<file path="config.mk">
export PLATFORM = sky130hd
export DESIGN_NAME = srm_smart_reset
export DESIGN_NICKNAME = d
export VERILOG_FILES = /design/src/hw/srm_pkg.sv /design/src/hw/srm_filter.sv /design/src/hw/srm_smart_reset.sv
export SDC_FILE = /design/constraint.sdc
export NUM_CORES = 1
export LEC_CHECK = 0
export BUFFER_PORTS_ARGS = -buffer_cell sky130_fd_sc_hd__buf_2
export CORE_AREA = 2 2 187 189
export DETAILED_ROUTE_END_ITERATION = 7
export DIE_AREA = 0 0 189 191
export PLACE_DENSITY = 0.67
export SLEW_MARGIN = 5
export SYNTH_ARGS = -nofsm -noshare
export SYNTH_HDL_FRONTEND = slang
export SYNTH_SLANG_ARGS = --single-unit
export TNS_END_PERCENT = 10
</file>
<file path="constraint.sdc">
create_clock -name clk -period 4.2 [get_ports clk]
set_input_delay 0.63 -clock clk [delete_from_list [all_inputs] [get_ports clk]]
set_output_delay 0.63 -clock clk [all_outputs]
set_load 0.02 [all_outputs]
</file>
<file path="src/hw/srm_pkg.sv">
package srm_pkg;
   // ======================================================
   // Register map (byte addresses)
   localparam logic [7:0] ADDR_CTRL = 8'h00;
   localparam logic [7:0] ADDR_STATUS = 8'h04;
   localparam logic [7:0] ADDR_FLAGS = 8'h08;
   localparam logic [7:0] ADDR_MASK = 8'h0C;
   localparam logic [7:0] ADDR_DOMAIN = 8'h10;
   localparam logic [7:0] ADDR_CFG6 = 8'h14;
   // ======================================================
   // Field positions
   localparam int CFG6_UV_DIS = 3;
   localparam int CTRL_RELATCH_EN = 0;
   localparam int CTRL_PWL_DIS = 1;
   localparam int FLG_CRANK = 0;
   localparam int FLG_BATOV = 1;
   localparam int FLG_RELATCH = 2;
   localparam int FLG_LONGUV = 3;
   localparam int NUM_FLAGS = 4;
   // Reset values
   localparam logic [31:0] CTRL_RST = 32'h0000_0002;
   localparam logic [31:0] CFG6_RST = 32'h0000_0000;
   // ======================================================
   // Timing, 200 MHz clock
   localparam int CLK_MHZ = 200;
   localparam int IO_FILT_MIN_US = 3;
   localparam int IO_FILT_CYC = IO_FILT_MIN_US * CLK_MHZ;
   localparam int EXT_FILT_US = 5;
   localparam int EXT_FILT_CYC = EXT_FILT_US * CLK_MHZ;
   localparam int UV_FILT_US = 10;
   localparam int UV_FILT_CYC = UV_FILT_US * CLK_MHZ;
   localparam int UV_REL_US = 1000;
   localparam int UV_REL_CYC = UV_REL_US * CLK_MHZ;
   localparam int HOLD_US = 1000;
   localparam int HOLD_CYC = HOLD_US * CLK_MHZ;
   localparam int RELATCH_US = 1000;
   localparam int RELATCH_CYC = RELATCH_US * CLK_MHZ;
   localparam int OV1_US = 20;
   localparam int OV1_CYC = OV1_US * CLK_MHZ;
   localparam int OV2_US = 1000;
   localparam int OV2_CYC = OV2_US * CLK_MHZ;
   localparam int CNT_W = 24;
   // ======================================================
   // Reset sequencer states
   typedef enum logic [2:0] {
      ST_RUN = 3'b001,
      ST_HOLD = 3'b010,
      ST_RELEASE = 3'b100
   } srm_state_e;
endpackage

</file>
<file path="src/hw/srm_filter.sv">
`timescale 1ns/1ps
// Qualifies a level: high once input has stood high for LIMIT cycles
module srm_filter #(
   parameter int LIMIT = 8,
   parameter int W = 24
) (
   // Clock and reset
   input wire logic clk,
   input wire logic rst,
   input wire logic ce,
   // Level in, qualified level and run time out
   input wire logic lvlIn,
   output logic qual,
   output logic [W-1:0] runTime
);
   logic [W-1:0] cnt_r, cnt_nxt;
   logic qual_r, qual_nxt;

   // ======================================================
   // Saturating run counter; restarts when level drops
   always_comb begin
      cnt_nxt = cnt_r;
      qual_nxt = qual_r;
      if (!lvlIn) begin
         cnt_nxt = '0;
         qual_nxt = 1'b0;
      end else if (cnt_r != {W{1'b1}}) begin
         cnt_nxt = cnt_r + 1'b1;
         if (cnt_nxt >= W'(LIMIT)) begin
            qual_nxt = 1'b1;
         end
      end
   end

   always_ff @(posedge clk) begin
      if (rst) begin
         cnt_r <= '0;
         qual_r <= 1'b0;
      end else if (ce) begin
         cnt_r <= cnt_nxt;
         qual_r <= qual_nxt;
      end
   end

   assign qual = qual_r;
   assign runTime = cnt_r;
endmodule

</file>
<file path="src/hw/srm_smart_reset.sv">
// Chosen here: register access over APB and the placing of the registers.
`timescale 1ns/1ps
module srm_smart_reset
   import srm_pkg::*;
#(
   parameter int UV_FILT = UV_FILT_CYC,
   parameter int UV_REL = UV_REL_CYC,
   parameter int HOLD = HOLD_CYC,
   parameter int RELATCH = RELATCH_CYC,
   parameter int OV1 = OV1_CYC,
   parameter int OV2 = OV2_CYC
) (
   // Clock, reset, enable
   input wire logic clk,
   input wire logic rst,
   input wire logic ce,
   // APB slave
   input wire logic psel,
   input wire logic penable,
   input wire logic pwrite,
   input wire logic [7:0] paddr,
   input wire logic [31:0] pwdata,
   output logic [31:0] prdata,
   output logic pready,
   output logic pslverr,
   // Reset line toward host
   input wire logic rstLineIn,
   output logic rstLineOut,
   output logic rstLineOe,
   // Asynchronous sources from comparators and pins
   input wire logic main5vLow,
   input wire logic main5vHigh,
   input wire logic ioSupplyLow,
   input wire logic batteryOv,
   input wire logic ignitionKey,
   input wire logic powerDown,
   input wire logic watchdogReset,
   // Domain resets and power manager commands
   output logic coreRst,
   output logic lowBatRst,
   output logic driversOff,
   output logic powerOff,
   output logic outputsDisabled,
   output logic irq
);
   // ======================================================
   // Input synchronisers
   localparam int NSYNC = 7;
   // Reset to idle pin levels: line high, all sources quiet, so no
   // false power down or key edge reaches the sequencer after reset
   localparam logic [NSYNC-1:0] SYNC_IDLE = 7'h40;
   logic [NSYNC-1:0] syncA_r, syncB_r, rawIn;
   assign rawIn = {rstLineIn, main5vLow, main5vHigh, ioSupplyLow,
                   batteryOv, ignitionKey, powerDown};
   always_ff @(posedge clk) begin
      if (rst) begin
         syncA_r <= SYNC_IDLE;
         syncB_r <= SYNC_IDLE;
      end else if (ce) begin
         syncA_r <= rawIn;
         syncB_r <= syncA_r;
      end
   end
   logic lineS, uvS, okS, ioS, ovS, keyS, pdS;
   assign {lineS, uvS, okS, ioS, ovS, keyS, pdS} = syncB_r;

   // ======================================================
   // Registers
   logic [31:0] ctrl_r, ctrl_nxt, cfg6_r, cfg6_nxt;
   logic [NUM_FLAGS-1:0] flags_r, flags_nxt, mask_r, mask_nxt;
   logic [31:0] prdata_r, prdata_nxt;
   logic pready_r, pready_nxt, pslverr_r, pslverr_nxt;
   logic key_r, ever5v_r, ever5v_nxt;
   logic outDis_r, outDis_nxt;
   logic uvEn, uvLvl, extLvl, keyRise, relatchHit;
   logic uvQ, ioQ, extQ, ov1Q, ov2Q;
   logic [CNT_W-1:0] uvRun, extRun;
   srm_state_e state_r, state_nxt;
   logic [CNT_W-1:0] tmr_r, tmr_nxt;
   logic longHold_r, longHold_nxt;
   logic hostRst;
   logic rstLineOut_r, rstLineOut_nxt;

   assign uvEn = !cfg6_r[CFG6_UV_DIS];
   // no 5 V since start also counts as undervoltage
   assign uvLvl = uvEn && (uvS || !ever5v_r);
   // Own drive excluded so the line does not latch itself
   assign extLvl = !lineS && !rstLineOut_r;

   // ======================================================
   // Filters on each qualified source
   srm_filter #(.LIMIT(UV_FILT), .W(CNT_W)) uUvFilt (
      .clk(clk), .rst(rst), .ce(ce),
      .lvlIn(uvLvl), .qual(uvQ), .runTime(uvRun));
   srm_filter #(.LIMIT(IO_FILT_CYC), .W(CNT_W)) uIoFilt (
      .clk(clk), .rst(rst), .ce(ce),
      .lvlIn(ioS), .qual(ioQ), .runTime());
   srm_filter #(.LIMIT(EXT_FILT_CYC), .W(CNT_W)) uExtFilt (
      .clk(clk), .rst(rst), .ce(ce),
      .lvlIn(extLvl), .qual(extQ), .runTime(extRun));
   // Both overvoltage windows watch one level, each with its own count
   // Their run times are not needed, so those outputs stay open
   srm_filter #(.LIMIT(OV1), .W(CNT_W)) uOv1Filt (
      .clk(clk), .rst(rst), .ce(ce),
      .lvlIn(ovS), .qual(ov1Q), .runTime());
   srm_filter #(.LIMIT(OV2), .W(CNT_W)) uOv2Filt (
      .clk(clk), .rst(rst), .ce(ce),
      .lvlIn(ovS), .qual(ov2Q), .runTime());

   // key_r resets low like the idle pin, so reset gives no false edge
   // Key edge; relatch only in power latch with enable set
   assign keyRise = keyS && !key_r;
   assign relatchHit = keyRise && ever5v_r && ctrl_r[CTRL_RELATCH_EN]
                       && !ctrl_r[CTRL_PWL_DIS];

   // ======================================================
   // Reset sequencer: hold, then timed release
   always_comb begin
      state_nxt = state_r;
      tmr_nxt = tmr_r;
      longHold_nxt = longHold_r;
      case (state_r)
         ST_RUN: begin
            tmr_nxt = '0;
            if (pdS || uvQ || ioQ || ov2Q || watchdogReset) begin
               state_nxt = ST_HOLD;
            end else if (relatchHit) begin
               state_nxt = ST_RELEASE;
               tmr_nxt = CNT_W'(RELATCH);
            end
         end
         ST_HOLD: begin
            if (!(pdS || uvQ || ioQ || ov2Q || watchdogReset)) begin
               state_nxt = ST_RELEASE;
               tmr_nxt = CNT_W'(UV_REL);
            end
         end
         ST_RELEASE: begin
            // A new source during release restarts the hold
            if (pdS || uvQ || ioQ || ov2Q || watchdogReset) begin
               state_nxt = ST_HOLD;
            end else if (tmr_r <= CNT_W'(1)) begin
               state_nxt = ST_RUN;
            end else begin
               tmr_nxt = tmr_r - 1'b1;
            end
         end
         default: begin
            // Illegal code falls back to holding reset
            state_nxt = ST_HOLD;
            tmr_nxt = '0;
         end
      endcase
      // Long 5 V or external dip also resets low battery logic
      if (state_nxt == ST_RUN && !extQ) begin
         longHold_nxt = 1'b0;
      end else if (uvRun >= CNT_W'(HOLD) || extRun >= CNT_W'(HOLD)
                   || pdS || ov2Q || relatchHit) begin
         longHold_nxt = 1'b1;
      end
      rstLineOut_nxt = (state_nxt != ST_RUN);
   end

   always_ff @(posedge clk) begin
      if (rst) begin
         state_r <= ST_HOLD;
         tmr_r <= '0;
         longHold_r <= 1'b1;
         rstLineOut_r <= 1'b1;
      end else if (ce) begin
         state_r <= state_nxt;
         tmr_r <= tmr_nxt;
         longHold_r <= longHold_nxt;
         rstLineOut_r <= rstLineOut_nxt;
      end
   end

   // Internal reset covers own assertion and filtered outside low
   assign hostRst = rstLineOut_r || extQ;

   // ======================================================
   // Registers, flags and APB; flags survive host reset
   logic apbAcc, apbWr, apbRd;
   logic [NUM_FLAGS-1:0] setEv, clrWr;
   // Registered answer costs one wait state but keeps pready clean
   assign apbAcc = psel && penable && !pready_r;
   assign apbWr = apbAcc && pwrite;
   assign apbRd = apbAcc && !pwrite;

   always_comb begin
      setEv = '0;
      setEv[FLG_CRANK] = uvQ && !pdS;
      setEv[FLG_BATOV] = ov1Q;
      setEv[FLG_RELATCH] = relatchHit;
      setEv[FLG_LONGUV] = uvRun >= CNT_W'(HOLD) && !pdS;
      clrWr = '0;
      if (apbWr && paddr == ADDR_STATUS) begin
         clrWr = pwdata[NUM_FLAGS-1:0];
      end
      ctrl_nxt = ctrl_r;
      cfg6_nxt = cfg6_r;
      mask_nxt = mask_r;
      ever5v_nxt = ever5v_r || okS;
      outDis_nxt = outDis_r;
      if (apbWr && paddr == ADDR_CTRL) begin
         ctrl_nxt = pwdata;
      end
      if (apbWr && paddr == ADDR_CFG6) begin
         cfg6_nxt = pwdata;
      end
      if (apbWr && paddr == ADDR_MASK) begin
         mask_nxt = pwdata[NUM_FLAGS-1:0];
      end
      if (apbWr && paddr == ADDR_DOMAIN) begin
         outDis_nxt = pwdata[0];
      end
      if (hostRst) begin
         cfg6_nxt = CFG6_RST;
         outDis_nxt = 1'b1;
      end
      if (pdS) begin
         ctrl_nxt = CTRL_RST;
      end
      // Read of flags clears them; set in same cycle wins
      flags_nxt = flags_r & ~clrWr;
      if (apbRd && paddr == ADDR_FLAGS) begin
         flags_nxt = '0;
      end
      flags_nxt = flags_nxt | setEv;
      prdata_nxt = prdata_r;
      pslverr_nxt = 1'b0;
      pready_nxt = apbAcc;
      if (apbAcc) begin
         prdata_nxt = '0;
         case (paddr)
            ADDR_CTRL: prdata_nxt = ctrl_r;
            ADDR_STATUS: prdata_nxt = 32'(flags_r);
            ADDR_FLAGS: prdata_nxt = 32'(flags_r);
            ADDR_MASK: prdata_nxt = 32'(mask_r);
            ADDR_DOMAIN: prdata_nxt = {27'h0, state_r, longHold_r,
                                       outDis_r};
            ADDR_CFG6: prdata_nxt = cfg6_r;
            default: pslverr_nxt = 1'b1;
         endcase
      end
   end

   always_ff @(posedge clk) begin
      if (rst) begin
         ctrl_r <= CTRL_RST;
         cfg6_r <= CFG6_RST;
         mask_r <= '0;
         flags_r <= '0;
         ever5v_r <= 1'b0;
         outDis_r <= 1'b1;
         key_r <= 1'b0;
         prdata_r <= '0;
         pready_r <= 1'b0;
         pslverr_r <= 1'b0;
      end else if (ce) begin
         ctrl_r <= ctrl_nxt;
         cfg6_r <= cfg6_nxt;
         mask_r <= mask_nxt;
         flags_r <= flags_nxt;
         ever5v_r <= ever5v_nxt;
         outDis_r <= outDis_nxt;
         key_r <= keyS;
         prdata_r <= prdata_nxt;
         pready_r <= pready_nxt;
         pslverr_r <= pslverr_nxt;
      end
   end

   // ======================================================
   // Domain outputs, all registered so no decode glitch reaches a pin
   logic coreRst_r, lowBatRst_r, drvOff_r, pwrOff_r, irq_r, lineOe_r;
   logic coreRst_nxt, lowBatRst_nxt, drvOff_nxt, pwrOff_nxt, irq_nxt;
   logic lineOe_nxt;
   // Next values; line enable follows the sequencer's next state
   always_comb begin
      coreRst_nxt = hostRst;
      // Low battery logic only while longHold_r is set, not on every host reset
      lowBatRst_nxt = hostRst && longHold_r;
      // Mid overvoltage drops drivers but keeps configuration
      drvOff_nxt = hostRst || ov1Q;
      pwrOff_nxt = pdS;
      // A set mask bit hides its flag from the interrupt
      irq_nxt = |(flags_r & ~mask_r);
      // Enable low pulls the line, on the same edge as the state change
      lineOe_nxt = !rstLineOut_nxt;
   end

   // Register only; reset holds every domain in reset
   always_ff @(posedge clk) begin
      if (rst) begin
         coreRst_r <= 1'b1;
         lowBatRst_r <= 1'b1;
         drvOff_r <= 1'b1;
         pwrOff_r <= 1'b0;
         irq_r <= 1'b0;
         lineOe_r <= 1'b0;
      end else if (ce) begin
         coreRst_r <= coreRst_nxt;
         lowBatRst_r <= lowBatRst_nxt;
         drvOff_r <= drvOff_nxt;
         pwrOff_r <= pwrOff_nxt;
         irq_r <= irq_nxt;
         lineOe_r <= lineOe_nxt;
      end
   end

   // Open-drain data is always low; only the enable moves
   assign rstLineOut = 1'b0;
   assign rstLineOe = lineOe_r; // low enable drives low
   assign coreRst = coreRst_r;
   assign lowBatRst = lowBatRst_r;
   assign driversOff = drvOff_r;
   assign powerOff = pwrOff_r;
   assign outputsDisabled = outDis_r;
   assign irq = irq_r;
   assign prdata = prdata_r;
   assign pready = pready_r;
   assign pslverr = pslverr_r;
endmodule

</file>
==> results of run 1 <==
-- synthesized netlist by cell type, drive strengths merged, types with 11 or more instances --
cell | n | area share
nand2 | 108 | 0.027
inv | 37 | 0.0092
a211oi | 18 | 0.0090
and3 | 23 | 0.0095
xor2 | 12 | 0.0070
a21oi | 132 | 0.044
or3 | 46 | 0.020
dfxtp | 283 | 0.38
a2bb2oi | 33 | 0.019
nor3 | 64 | 0.021
nand4 | 33 | 0.014
a31oi | 32 | 0.013
or4 | 26 | 0.013
o31ai | 14 | 0.0079
nand3b | 21 | 0.010
nor2 | 277 | 0.069
clkbuf | 125 | 0.031
or2 | 16 | 0.0066
a22oi | 113 | 0.056
and4 | 14 | 0.0081
a2111oi | 11 | 0.0064
xnor2 | 32 | 0.019
o21ai | 102 | 0.034
and2 | 18 | 0.0075
nor2b | 12 | 0.0050
a21o | 18 | 0.0090
buf | 30 | 0.0096
nand3 | 71 | 0.024
nor4 | 34 | 0.015
mux2i | 30 | 0.020
nand2b | 13 | 0.0054
-- metal layers --
layer  wire [um]  GRT usage
met1       18900      0.298
met2       18300      0.353
met3        2440     0.0433
met4         620     0.0538
met5          19          0
-- path summary, 6_finish.rpt --
| path | start | to | depth (start not counted) |
|---|---|---|---|
| worst min register to register | syncA_r[6] | syncB_r[6] | 1 |
| worst max register to register | uUvFilt.runTime[1] | uUvFilt.runTime[19] | 8 |
| worst min-delay path | rstLineIn | syncA_r[6] | 2 |
| worst max-delay path | uUvFilt.runTime[1] | uUvFilt.runTime[19] | 8 |
-- critical path: stages (launching register included) --
cell and delay [ns]:
dfxtp_1 0.46, ha_1 0.28, nand3_1 0.24, or4_1 0.69, o311ai_1 0.80, buf_4 0.28
nor3_1 0.07, nand4b_1 0.11, a21oi_1 0.07
-- cell families after synthesis --
kind of cell             synth area share
buffers and inverters              0.0502
AND/OR/NAND/NOR                     0.266
multiplexers                       0.0259
flip-flops                          0.375
adder cells (fa/ha/maj)           0.00829
AO/OA/AOI/OAI                       0.249
XOR/XNOR                           0.0255
other                            0.000249
-- per-stage QoR --
stage	cell area, um^2	power, W
6_report	17000	0.00630
5_1_grt	17000	0.00652
4_1_cts	17000	0.00637
3_5_place_dp	15800	0.00327
3_3_place_gp	15800	0.00326
2_1_floorplan	15100	0.00312
-- sequential cells by signal, indices dropped and copies added, names as in the netlist, 3 cells and up --
signal,cells
cfg6_r,32
ctrl_r,32
flags_r,4
mask_r,4
prdata,32
state_r,3
syncA_r,7
syncB_r,7
tmr_r,24
uExtFilt.runTime,24
uIoFilt.runTime,24
uOv1Filt.runTime,24
uOv2Filt.runTime,24
uUvFilt.runTime,24
-- cell type report --
cell class / count / area [um^2]
clock buffer: 47 / 970
clock inverter: 14 / 214
fill: 3249 / 17200
inverter: 38 / 143
multi-input combinational: 1445 / 8700
sequential: 283 / 5670
tap: 455 / 569
timing repair buffer: 118 / 687
-- report_power, final --
group | internal (W) | switching, W | total (W)
clock network | 0.00188 | 0.00120 | 0.00309
logic | 0.000161 | 0.000292 | 0.000453
registers | 0.00272 | 0.0000386 | 0.00276
total | 0.00477 | 0.00153 | 0.00630
==> results by group, run 1 <==
Clock network
  – Root Buffer Master: clkbuf_16
  – # hold bufs at CTS: 0
  – Resize count post-CTS: 0
  – Worst-path clk slew: around 0.06 ns
  – Htree depth: 2
  – Setup repair bufs after CTS: 0
  – CTS Buf Count: 34
  – TritonCTS clock tree: done
  – CTS Buffer Depth: 3
  – CTS Sinks: 283
  – Later-pin clock latency in the skew report: between 0.5 and 0.6 ns

Global route
  – Global route overflow: 0
  – Initial antenna violation count: 2
  – Total track usage: 0.218
  – First-pass GRT wire length: 66,800 um
  – Vias in the first global route: 13.3k
  – Largest net degree at the start of global routing: 120

Synth
  – Number of synthesized flops with an enable pin: 0
  – Mapped cell area: 15,100 um^2
  – Synth Flop Type: dfxtp_1
  – Yosys synthesis warning count: 0
  – Syn Inst Count: a little under 2k
  – Async S/R FF share, synth: 0
  – Post-synth cell types: between 80 and 90
  – Syn_nets: 1,985
  – Seq/Total Area, Yosys: 0.375
  – Yosys reg bits: roughly 280
  – Avg Inst Size Synth: between 7 and 8 um^2

Placement
  – Port bufs: 94
  – Final GP Congestion: ~0.90
  – Placed Cells: between 2k and 2.5k
  – HPWL Detailed: roughly 27,000 um
  – Pre-CTS setup slack: between 0.7 and 0.8 ns

Cells and area
  – Most common cell after layout, fill and taps aside: dfxtp_1
  – Most frequent cells in the layout: dfxtp_1, nor2_1, a21oi_1, a22oi_1, nand2_1
  – Layout net count: 1,984
  – Area growth syn-to-layout: 12.3%
  – Non-filler cells, final: ~2.4k
  – Antenna Cells: 0
  – Final core utilization: 0.497
  – Share of cells above drive strength 1: 0.111

Critical path
  – CP Class: flip-flop to flip-flop
  – Crit path max fanout: 8
  – R2R setup slack: 1.05 ns
  – CP Capture Type: flip-flop
  – Required time worst endpoint: between 4 and 5 ns
  – Critical Path AT: ~3.5 ns
  – Crit path launch type: flip-flop

Drt
  – Drt first pass iters: 5
  – Routed Antenna Nets: 0
  – DRT Wirelength: 40,300 um
  – First DRT Iteration DRCs: 1,076
  – Post-route DRC: 0
  – Vias/cell: approximately 6.0
  – DR vias: 14.4k
  – Routed wire per std cell: 16.8 um

Floorplanning
  – Site Rows: 68
  – Num ports: between 90 and 100
  – Core ar.: 34,100 um^2
  – Full die area: approximately 36,000 um^2
  – Die Ht: about 190 um
  – Die Span X: between 150 and 200 um
  – Initial Util: 0.442

Pwr
  – Leak: about 5.8 nW
  – Maximum VDD drop: roughly 0.31 mV
  – PD cells: between 300 and 400 nW/um^2

STA
  – Actual slew at the worst max-slew pin: between 1 and 1.5 ns
  – Clock period minus worst slack: 3.15 ns
  – Max Slew Vio Count: 0
  – Clk_skew: around 0.018 ns
  – Setup TNS: 0 ns
  – RSZ-0062 raised after global routing: no
  – Fin worst setup slack: approximately 1.1 ns
  – Hold slack final: 0.346 ns
  – Final setup fails: 0
  – Slew Limit Headroom: 0.250
  – Hold Fails Final Rpt: 0
  – Tcrit/Tclk final: 0.749
  – Peak Freq: between 300 and 400 MHz

Hold path
  – Hold WC Path Type: primary input to flip-flop

Outcome
  – Status: completed

Flow run
  – Max Cap Violations: 0
Note: power is estimated with default switching activity, not from simulation.
==> run 2: changes to the inputs <==
--- a/config.mk
+++ b/config.mk
@@ -9,7 +9,7 @@
 export CORE_AREA = 2 2 187 189
 export DETAILED_ROUTE_END_ITERATION = 7
 export DIE_AREA = 0 0 189 191
-export PLACE_DENSITY = 0.67
+export PLACE_DENSITY = 0.7
 export SLEW_MARGIN = 5
 export SYNTH_ARGS = -nofsm -noshare
 export SYNTH_HDL_FRONTEND = slang
==> constraint.sdc (replaced) <==
create_clock -name clk -period 2.6 [get_ports clk]
set_input_delay 0.39 -clock clk [delete_from_list [all_inputs] [get_ports clk]]
set_output_delay 0.39 -clock clk [all_outputs]
set_load 0.02 [all_outputs]
==> results by group, run 2 (synthesized netlist as in run 1, its figures left out) <==
Outcome
  – Status: completed

Critical path
  – Crit path cell chain: or4_4 > or3_4 > nor4_4 > buf_12 > a21o_1 > o21ai_0 > a21oi_1
  – Required time worst endpoint: 3.11 ns (-1.48 ns)
  – Delay-heaviest family, CP: simple AND/OR/NAND/NOR gates
  – CP peak stage delay: 0.55 ns (-0.25 ns)
  – Worst path bufs/invs: 1 (unchanged)
  – Crit path launch type: flip-flop
  – CP Class: flip-flop to flip-flop
  – Critical Path AT: 3.00 ns (-0.54 ns)
  – Crit path max fanout: 19 (+11)
  – CP Capture Type: flip-flop
  – Critical Path Slowest Stage Cell: or4_4

Placement
  – Final GP Congestion: 0.927 (+3.1%)
  – Port bufs: 94 (unchanged)
  – HPWL Detailed: 28,200 um (+6.3%)
  – Placed Cells: 2,423 (+3.6%)

Global route
  – Vias in the first global route: 13.8k (+4.0%)
  – Global route overflow: 0 (unchanged)
  – First-pass GRT wire length: 69,400 um (+3.9%)
  – Total track usage: 0.225 (+0.00701)
  – Largest net degree at the start of global routing: 119 (-0.83%)
  – Initial antenna violation count: 3 (+1)

Pwr
  – Maximum VDD drop: 0.480 mV (+55%)
  – Leak: 6.15 nW (+6.6%)
  – PD cells: 568 nW/um^2 (+53%)

Clock network
  – Root Buffer Master: clkbuf_16
  – CTS Sinks: 283 (unchanged)
  – CTS Buf Count: 31 (-8.8%)
  – TritonCTS clock tree: done
  – Later-pin clock latency in the skew report: 0.59 ns (+0.05 ns)
  – Htree depth: 1 (-1)
  – Worst-path clk slew: 0.06 ns (about the same)
  – CTS Buffer Depth: 3 (unchanged)

STA
  – Tcrit/Tclk final: 0.957 (+0.208)
  – Hold Fails Final Rpt: 0 (unchanged)
  – Slew Limit Headroom: 0.462 (+0.212)
  – Final setup fails: 0 (unchanged)
  – Clk_skew: 0.0194 ns (+0.00183 ns)
  – Clock period minus worst slack: 2.49 ns (-0.659 ns)
  – RSZ-0062 raised after global routing: no
  – Peak Freq: 402 MHz (+26%)
  – Setup TNS: 0 ns (unchanged)
  – Actual slew at the worst max-slew pin: 0.803 ns (-0.319 ns)
  – Max Slew Vio Count: 0 (unchanged)

Floorplanning
  – Die Ht: 191 um (unchanged)
  – Die Span X: 189 um (unchanged)
  – Site Rows: 68 (unchanged)
  – Full die area: 36,100 um^2 (unchanged)
  – Core ar.: 34,100 um^2 (unchanged)
  – Num ports: 96 (unchanged)
  – Initial Util: 0.442 (unchanged)

Hold path
  – Hold WC Path Type: primary input to flip-flop

Cells and area
  – Share of cells above drive strength 1: 0.145 (+0.0349)
  – Area growth syn-to-layout: 16.3%
  – Layout net count: 2,065 (+4.1%)
  – Most frequent cells in the layout: dfxtp_1, nor2_1, a21oi_1, a22oi_1, nand2_1
  – Most common cell after layout, fill and taps aside: dfxtp_1
  – Non-filler cells, final: 2,478 (+3.3%)

Drt
  – DR vias: 14.9k (+3.1%)
  – First DRT Iteration DRCs: 1,414 (+31%)
  – Post-route DRC: 0 (unchanged)
  – Routed wire per std cell: 16.9 um (+0.82%)
  – Vias/cell: 6.00 (-0.10%)
  – Drt first pass iters: 6 (+1)
  – DRT Wirelength: 41,900 um (+4.1%)
  – Routed Antenna Nets: 0 (unchanged)

Flow run
  – Max Cap Violations: 0 (unchanged)
[run 2: cell types whose count changed in the layout (fill, tap and decap cells not counted), moves of 2 or more]
cell / change
buf_4: +77
buf_12: +6
clkbuf_8: -4
clkbuf_16: -3
bufinv_16: +2
[run 2: what timing repair did]
action,in CTS,in global routing
resized for setup,0,3
setup buffers,0,0
hold buffers,0,0
endpoints found under the setup margin,0,3
[run 2: worst paths after layout]
check,depth (start not counted),to,start,slack (ns)
setup / recovery,7,tmr_r[17],tmr_r[17],0.11
hold / removal,2,syncA_r[6],rstLineIn,0.02
setup reg to reg,7,tmr_r[17],tmr_r[17],0.11
hold reg to reg,1,syncB_r[6],syncA_r[6],0.47
[run 2: layer usage]
metal / wire length (um) / up-vias / share of wire / global-route usage
met2: 19200 / 424 / 0.46 / 0.371
met3: 2500 / 82 / 0.060 / 0.0349
met1: 19500 / 7096 / 0.47 / 0.308
li1: - / 7252 / - / -
met4: 724 / 6 / 0.017 / 0.0562
met5: 35 / - / 0.00083 / 0
[run 2: worst register-to-register path: cells and delay by family, from the launching register on]
family / cells / cell delay [ns]
DFF: 1 / 0.32
AOI/OAI and AO/OA: 3 / 0.66
buffers and inverters: 1 / 0.19
and+or+nand+nor: 3 / 1.24
[run 2: cell type report]
type / instances / area [um^2]
Timing Repair Buffer: 202 / 1400
Antenna cell: 1 / 2.50
Tap cell: 455 / 569
Multi-Input combinational cell: 1445 / 8700
Inverter: 38 / 143
Sequential cell: 283 / 5670
Clock buffer: 39 / 836
Fill cell: 3189 / 16600
Clock inverter: 15 / 246
[run 2: where the power goes]
group | internal, W | switching, W | leakage (nW)
registers | 0.00439 | 0.0000554 | 2.29
clock network | 0.00286 | 0.00185 | 0.532
logic | 0.000319 | 0.000502 | 3.33
total | 0.00758 | 0.00240 | 6.15
[run 2: metrics by stage]
stage	utilization	instance area, um^2	hold WS (ns)	setup WS [ns]	power (W)
2_1_floorplan	-	15100	0.431	0.102	0.00505
3_3_place_gp	0.483	16500	0.455	0.147	0.00533
3_5_place_dp	0.483	16500	0.460	0.135	0.00535
4_1_cts	0.514	17500	0.0109	0.119	0.0100
5_1_grt	0.514	17600	0.0285	0.00237	0.0103
6_report	0.515	17600	0.0229	0.113	0.00998
==> run 3: changes to the inputs <==
--- a/config.mk
+++ b/config.mk
@@ -5,7 +5,8 @@
 export SDC_FILE = /design/constraint.sdc
 export NUM_CORES = 1
 export LEC_CHECK = 0
-export BUFFER_PORTS_ARGS = -buffer_cell sky130_fd_sc_hd__buf_2
+export ABC_AREA = 1
+export BUFFER_PORTS_ARGS = -buffer_cell sky130_fd_sc_hd__buf_4
 export CORE_AREA = 2 2 187 189
 export DETAILED_ROUTE_END_ITERATION = 7
 export DIE_AREA = 0 0 189 191
==> results by group, run 3 <==
Floorplanning
  – Site Rows: 68 (unchanged)
  – Die Span X: 189 um (unchanged)
  – Die Ht: 191 um (unchanged)
  – Full die area: 36,100 um^2 (unchanged)
  – Initial Util: 0.446 (+0.00381)
  – Num ports: 96 (unchanged)
  – Core ar.: 34,100 um^2 (unchanged)

Pwr
  – PD cells: 578 nW/um^2 (+1.7%)
  – Maximum VDD drop: 0.519 mV (+8.3%)
  – Leak: 6.44 nW (+4.7%)

Drt
  – DR vias: 15.1k (+1.3%)
  – DRT Wirelength: 40,400 um (-3.7%)
  – Routed Antenna Nets: 0 (unchanged)
  – Drt first pass iters: 5 (-1)
  – Vias/cell: 5.26 (-12%)
  – Routed wire per std cell: 14.1 um (-17%)
  – First DRT Iteration DRCs: 946 (-33%)
  – Post-route DRC: 0 (unchanged)

STA
  – Peak Freq: 449 MHz (+12%)
  – Final setup fails: 0 (unchanged)
  – RSZ-0062 raised after global routing: no
  – Max Slew Vio Count: 0 (unchanged)
  – Tcrit/Tclk final: 0.857 (-0.0992)
  – Actual slew at the worst max-slew pin: 0.751 ns (-0.0526 ns)
  – Hold Fails Final Rpt: 0 (unchanged)
  – Hold slack final: 0.0615 ns (+0.0386 ns)
  – Clk_skew: 0.0106 ns (-0.00876 ns)
  – Clock period minus worst slack: 2.23 ns (-0.258 ns)
  – Setup TNS: 0 ns (unchanged)
  – Fin worst setup slack: 0.371 ns (+0.258 ns)
  – Slew Limit Headroom: 0.499 (+0.0371)

Clock network
  – Later-pin clock latency in the skew report: 0.57 ns (-0.02 ns)
  – Worst-path clk slew: 0.06 ns (about the same)
  – CTS Sinks: 283 (unchanged)
  – Root Buffer Master: clkbuf_16
  – Htree depth: 1 (unchanged)
  – Resize count post-CTS: 0 (unchanged)
  – CTS Buffer Depth: 3 (unchanged)
  – # hold bufs at CTS: 0 (unchanged)
  – TritonCTS clock tree: done
  – CTS Buf Count: 31 (unchanged)
  – Setup repair bufs after CTS: 0 (unchanged)

Synth
  – Number of synthesized flops with an enable pin: 0 (unchanged)
  – Post-synth cell types: 50 (-39%)
  – Top-count cell post-synth: nand2_1
  – Xor and xnor fraction of the mapped netlist area: 0.0173 (-0.00827)
  – Avg Inst Size Synth: 6.56 um^2 (-16%)
  – Post-Synth Adder-Cell Area: 0.00822 (-0.0000709)
  – Compound-cell area share of the yosys netlist: 0.150 (-0.0981)
  – Post-synthesis simple-gate area fraction: 0.378 (+0.112)
  – Seq/Total Area, Yosys: 0.372 (-0.00321)
  – Async S/R FF share, synth: 0 (unchanged)
  – Synth Flop Type: dfxtp_1
  – Post-synth top cells: nand2_1, dfxtp_1, nor2_1
  – Post-synth top area share: 0.372 (-0.00321)
  – Main combinational cell family by area after synthesis: simple AND/OR/NAND/NOR gates
  – Area contributors post-synth: dfxtp_1, nand2_1, a21oi_1, nor2_1, nand3_1
  – Mapped cell area: 15,200 um^2 (+0.86%)
  – Mux cell area share after synthesis: 0 (-0.0259)
  – Syn Inst Count: 2,319 (+21%)
  – Yosys reg bits: 283 (unchanged)
  – Syn_nets: 2,383 (+20%)
  – Dominant cell type by area after synthesis: dfxtp_1
  – Yosys synthesis warning count: 0 (unchanged)

Flow run
  – Max Cap Violations: 0 (unchanged)

Cells and area
  – Most common cell after layout, fill and taps aside: nand2_1
  – Area growth syn-to-layout: 14.2%
  – Filler cells: 3,371 (+5.7%)
  – Layout Cell Area excl Fill: 17,400 um^2 (-1.0%)
  – Multi-input gate area: 8450 um^2 (-2.8%)
  – Storage cell area: 5670 um^2 (unchanged)
  – Layout net count: 2,450 (+19%)
  – Antenna Cells: 0 (-1)
  – Share of cells above drive strength 1: 0.123 (-0.0221)
  – Most frequent cells in the layout: nand2_1, dfxtp_1, nor2_1, a21oi_1, inv_1

Placement
  – Final GP Congestion: 0.917 (-1.0%)
  – HPWL Detailed: 28,200 um (about the same)
  – Pre-CTS setup slack: 0.411 ns (+0.277 ns)
  – Post-placement cell area: 16,300 um^2 (-0.95%)
  – Port bufs: 94 (unchanged)

Global route
  – Global route overflow: 0 (unchanged)
  – Vias in the first global route: 14.0k (+1.4%)
  – First-pass GRT wire length: 66,700 um (-3.9%)
  – Largest net degree at the start of global routing: 154 (+29%)
  – Initial antenna violation count: 0 (-3)
  – Total track usage: 0.218 (-0.00749)

Critical path
  – Critical Path AT: 2.65 ns (-0.35 ns)
  – Crit path max fanout: 6 (-13)
  – Crit path launch type: flip-flop
  – R2R setup slack: 0.37 ns (+0.26 ns)
  – CP Class: flip-flop to flip-flop
  – CP Capture Type: flip-flop
  – Required time worst endpoint: 3.02 ns (-0.09 ns)

Outcome
  – Status: completed

Hold path
  – Hold WC Path Type: primary input to flip-flop
==> run 3: path summary, 6_finish.rpt <==
kind                                          start            end  cells past startpoint
worst max-delay path            uOv2Filt.runTime[0]  uOv2Filt.qual                     12
worst min-delay path                      rstLineIn     syncA_r[6]                      3
worst max register to register  uOv2Filt.runTime[0]  uOv2Filt.qual                     12
worst min register to register        uOv1Filt.qual  uOv1Filt.qual                      2
==> run 3: per-stage QoR <==
step | util | total power (W) | cells
CTS | 0.509 | 0.0101 | 2864
global placement | 0.478 | 0.00552 | 2808
finish | 0.509 | 0.0100 | 2864
detailed placement | 0.478 | 0.00553 | 2808
floorplan | - | 0.00524 | 2319
global route | 0.509 | 0.0104 | 2864
==> run 3: final cells by class <==
class / count / share of cell area
timing repair buffer: 120 / 0.0535
inverter: 184 / 0.0399
clock inverter: 21 / 0.0138
multi-input combinational: 1766 / 0.486
tap: 455 / 0.0328
clock buffer: 35 / 0.0478
sequential: 283 / 0.326
==> run 3: critical path: stages, from the launching register on <==
cell and delay (ns):
dfxtp_1 0.42, ha_1 0.24, nand3_1 0.12, nor2_1 0.33, nand3_1 0.21, o21ai_1 0.16, nand2_1 0.08, nor2_1 0.10
nand2_1 0.05, nor2_1 0.16, nand2_1 0.07, nand2_1 0.08, a21oi_1 0.07
==> run 3: routing by layer <==
metal / vias up / wire, um / global-route usage
li1: 7697 / - / -
met1: 6939 / 18200 / 0.280
met2: 370 / 18900 / 0.377
met3: 52 / 2370 / 0.0364
met4: 0 / 853 / 0.0610
met5: - / 0 / 0
==> run 3: logic make-up after synthesis <==
family	after synthesis
and+or+nand+nor	1326
AOI/OAI and AO/OA	399
DFF	283
buffers and inverters	270
xor gates and xnor gates	30
adders and majority gates	10
other	1
==> run 3: power by group <==
part	internal [W]	switching [W]	total, W
clock	0.00270	0.00191	0.00461
combinational	0.000298	0.000614	0.000913
sequential	0.00443	0.0000965	0.00453
total	0.00743	0.00262	0.0100
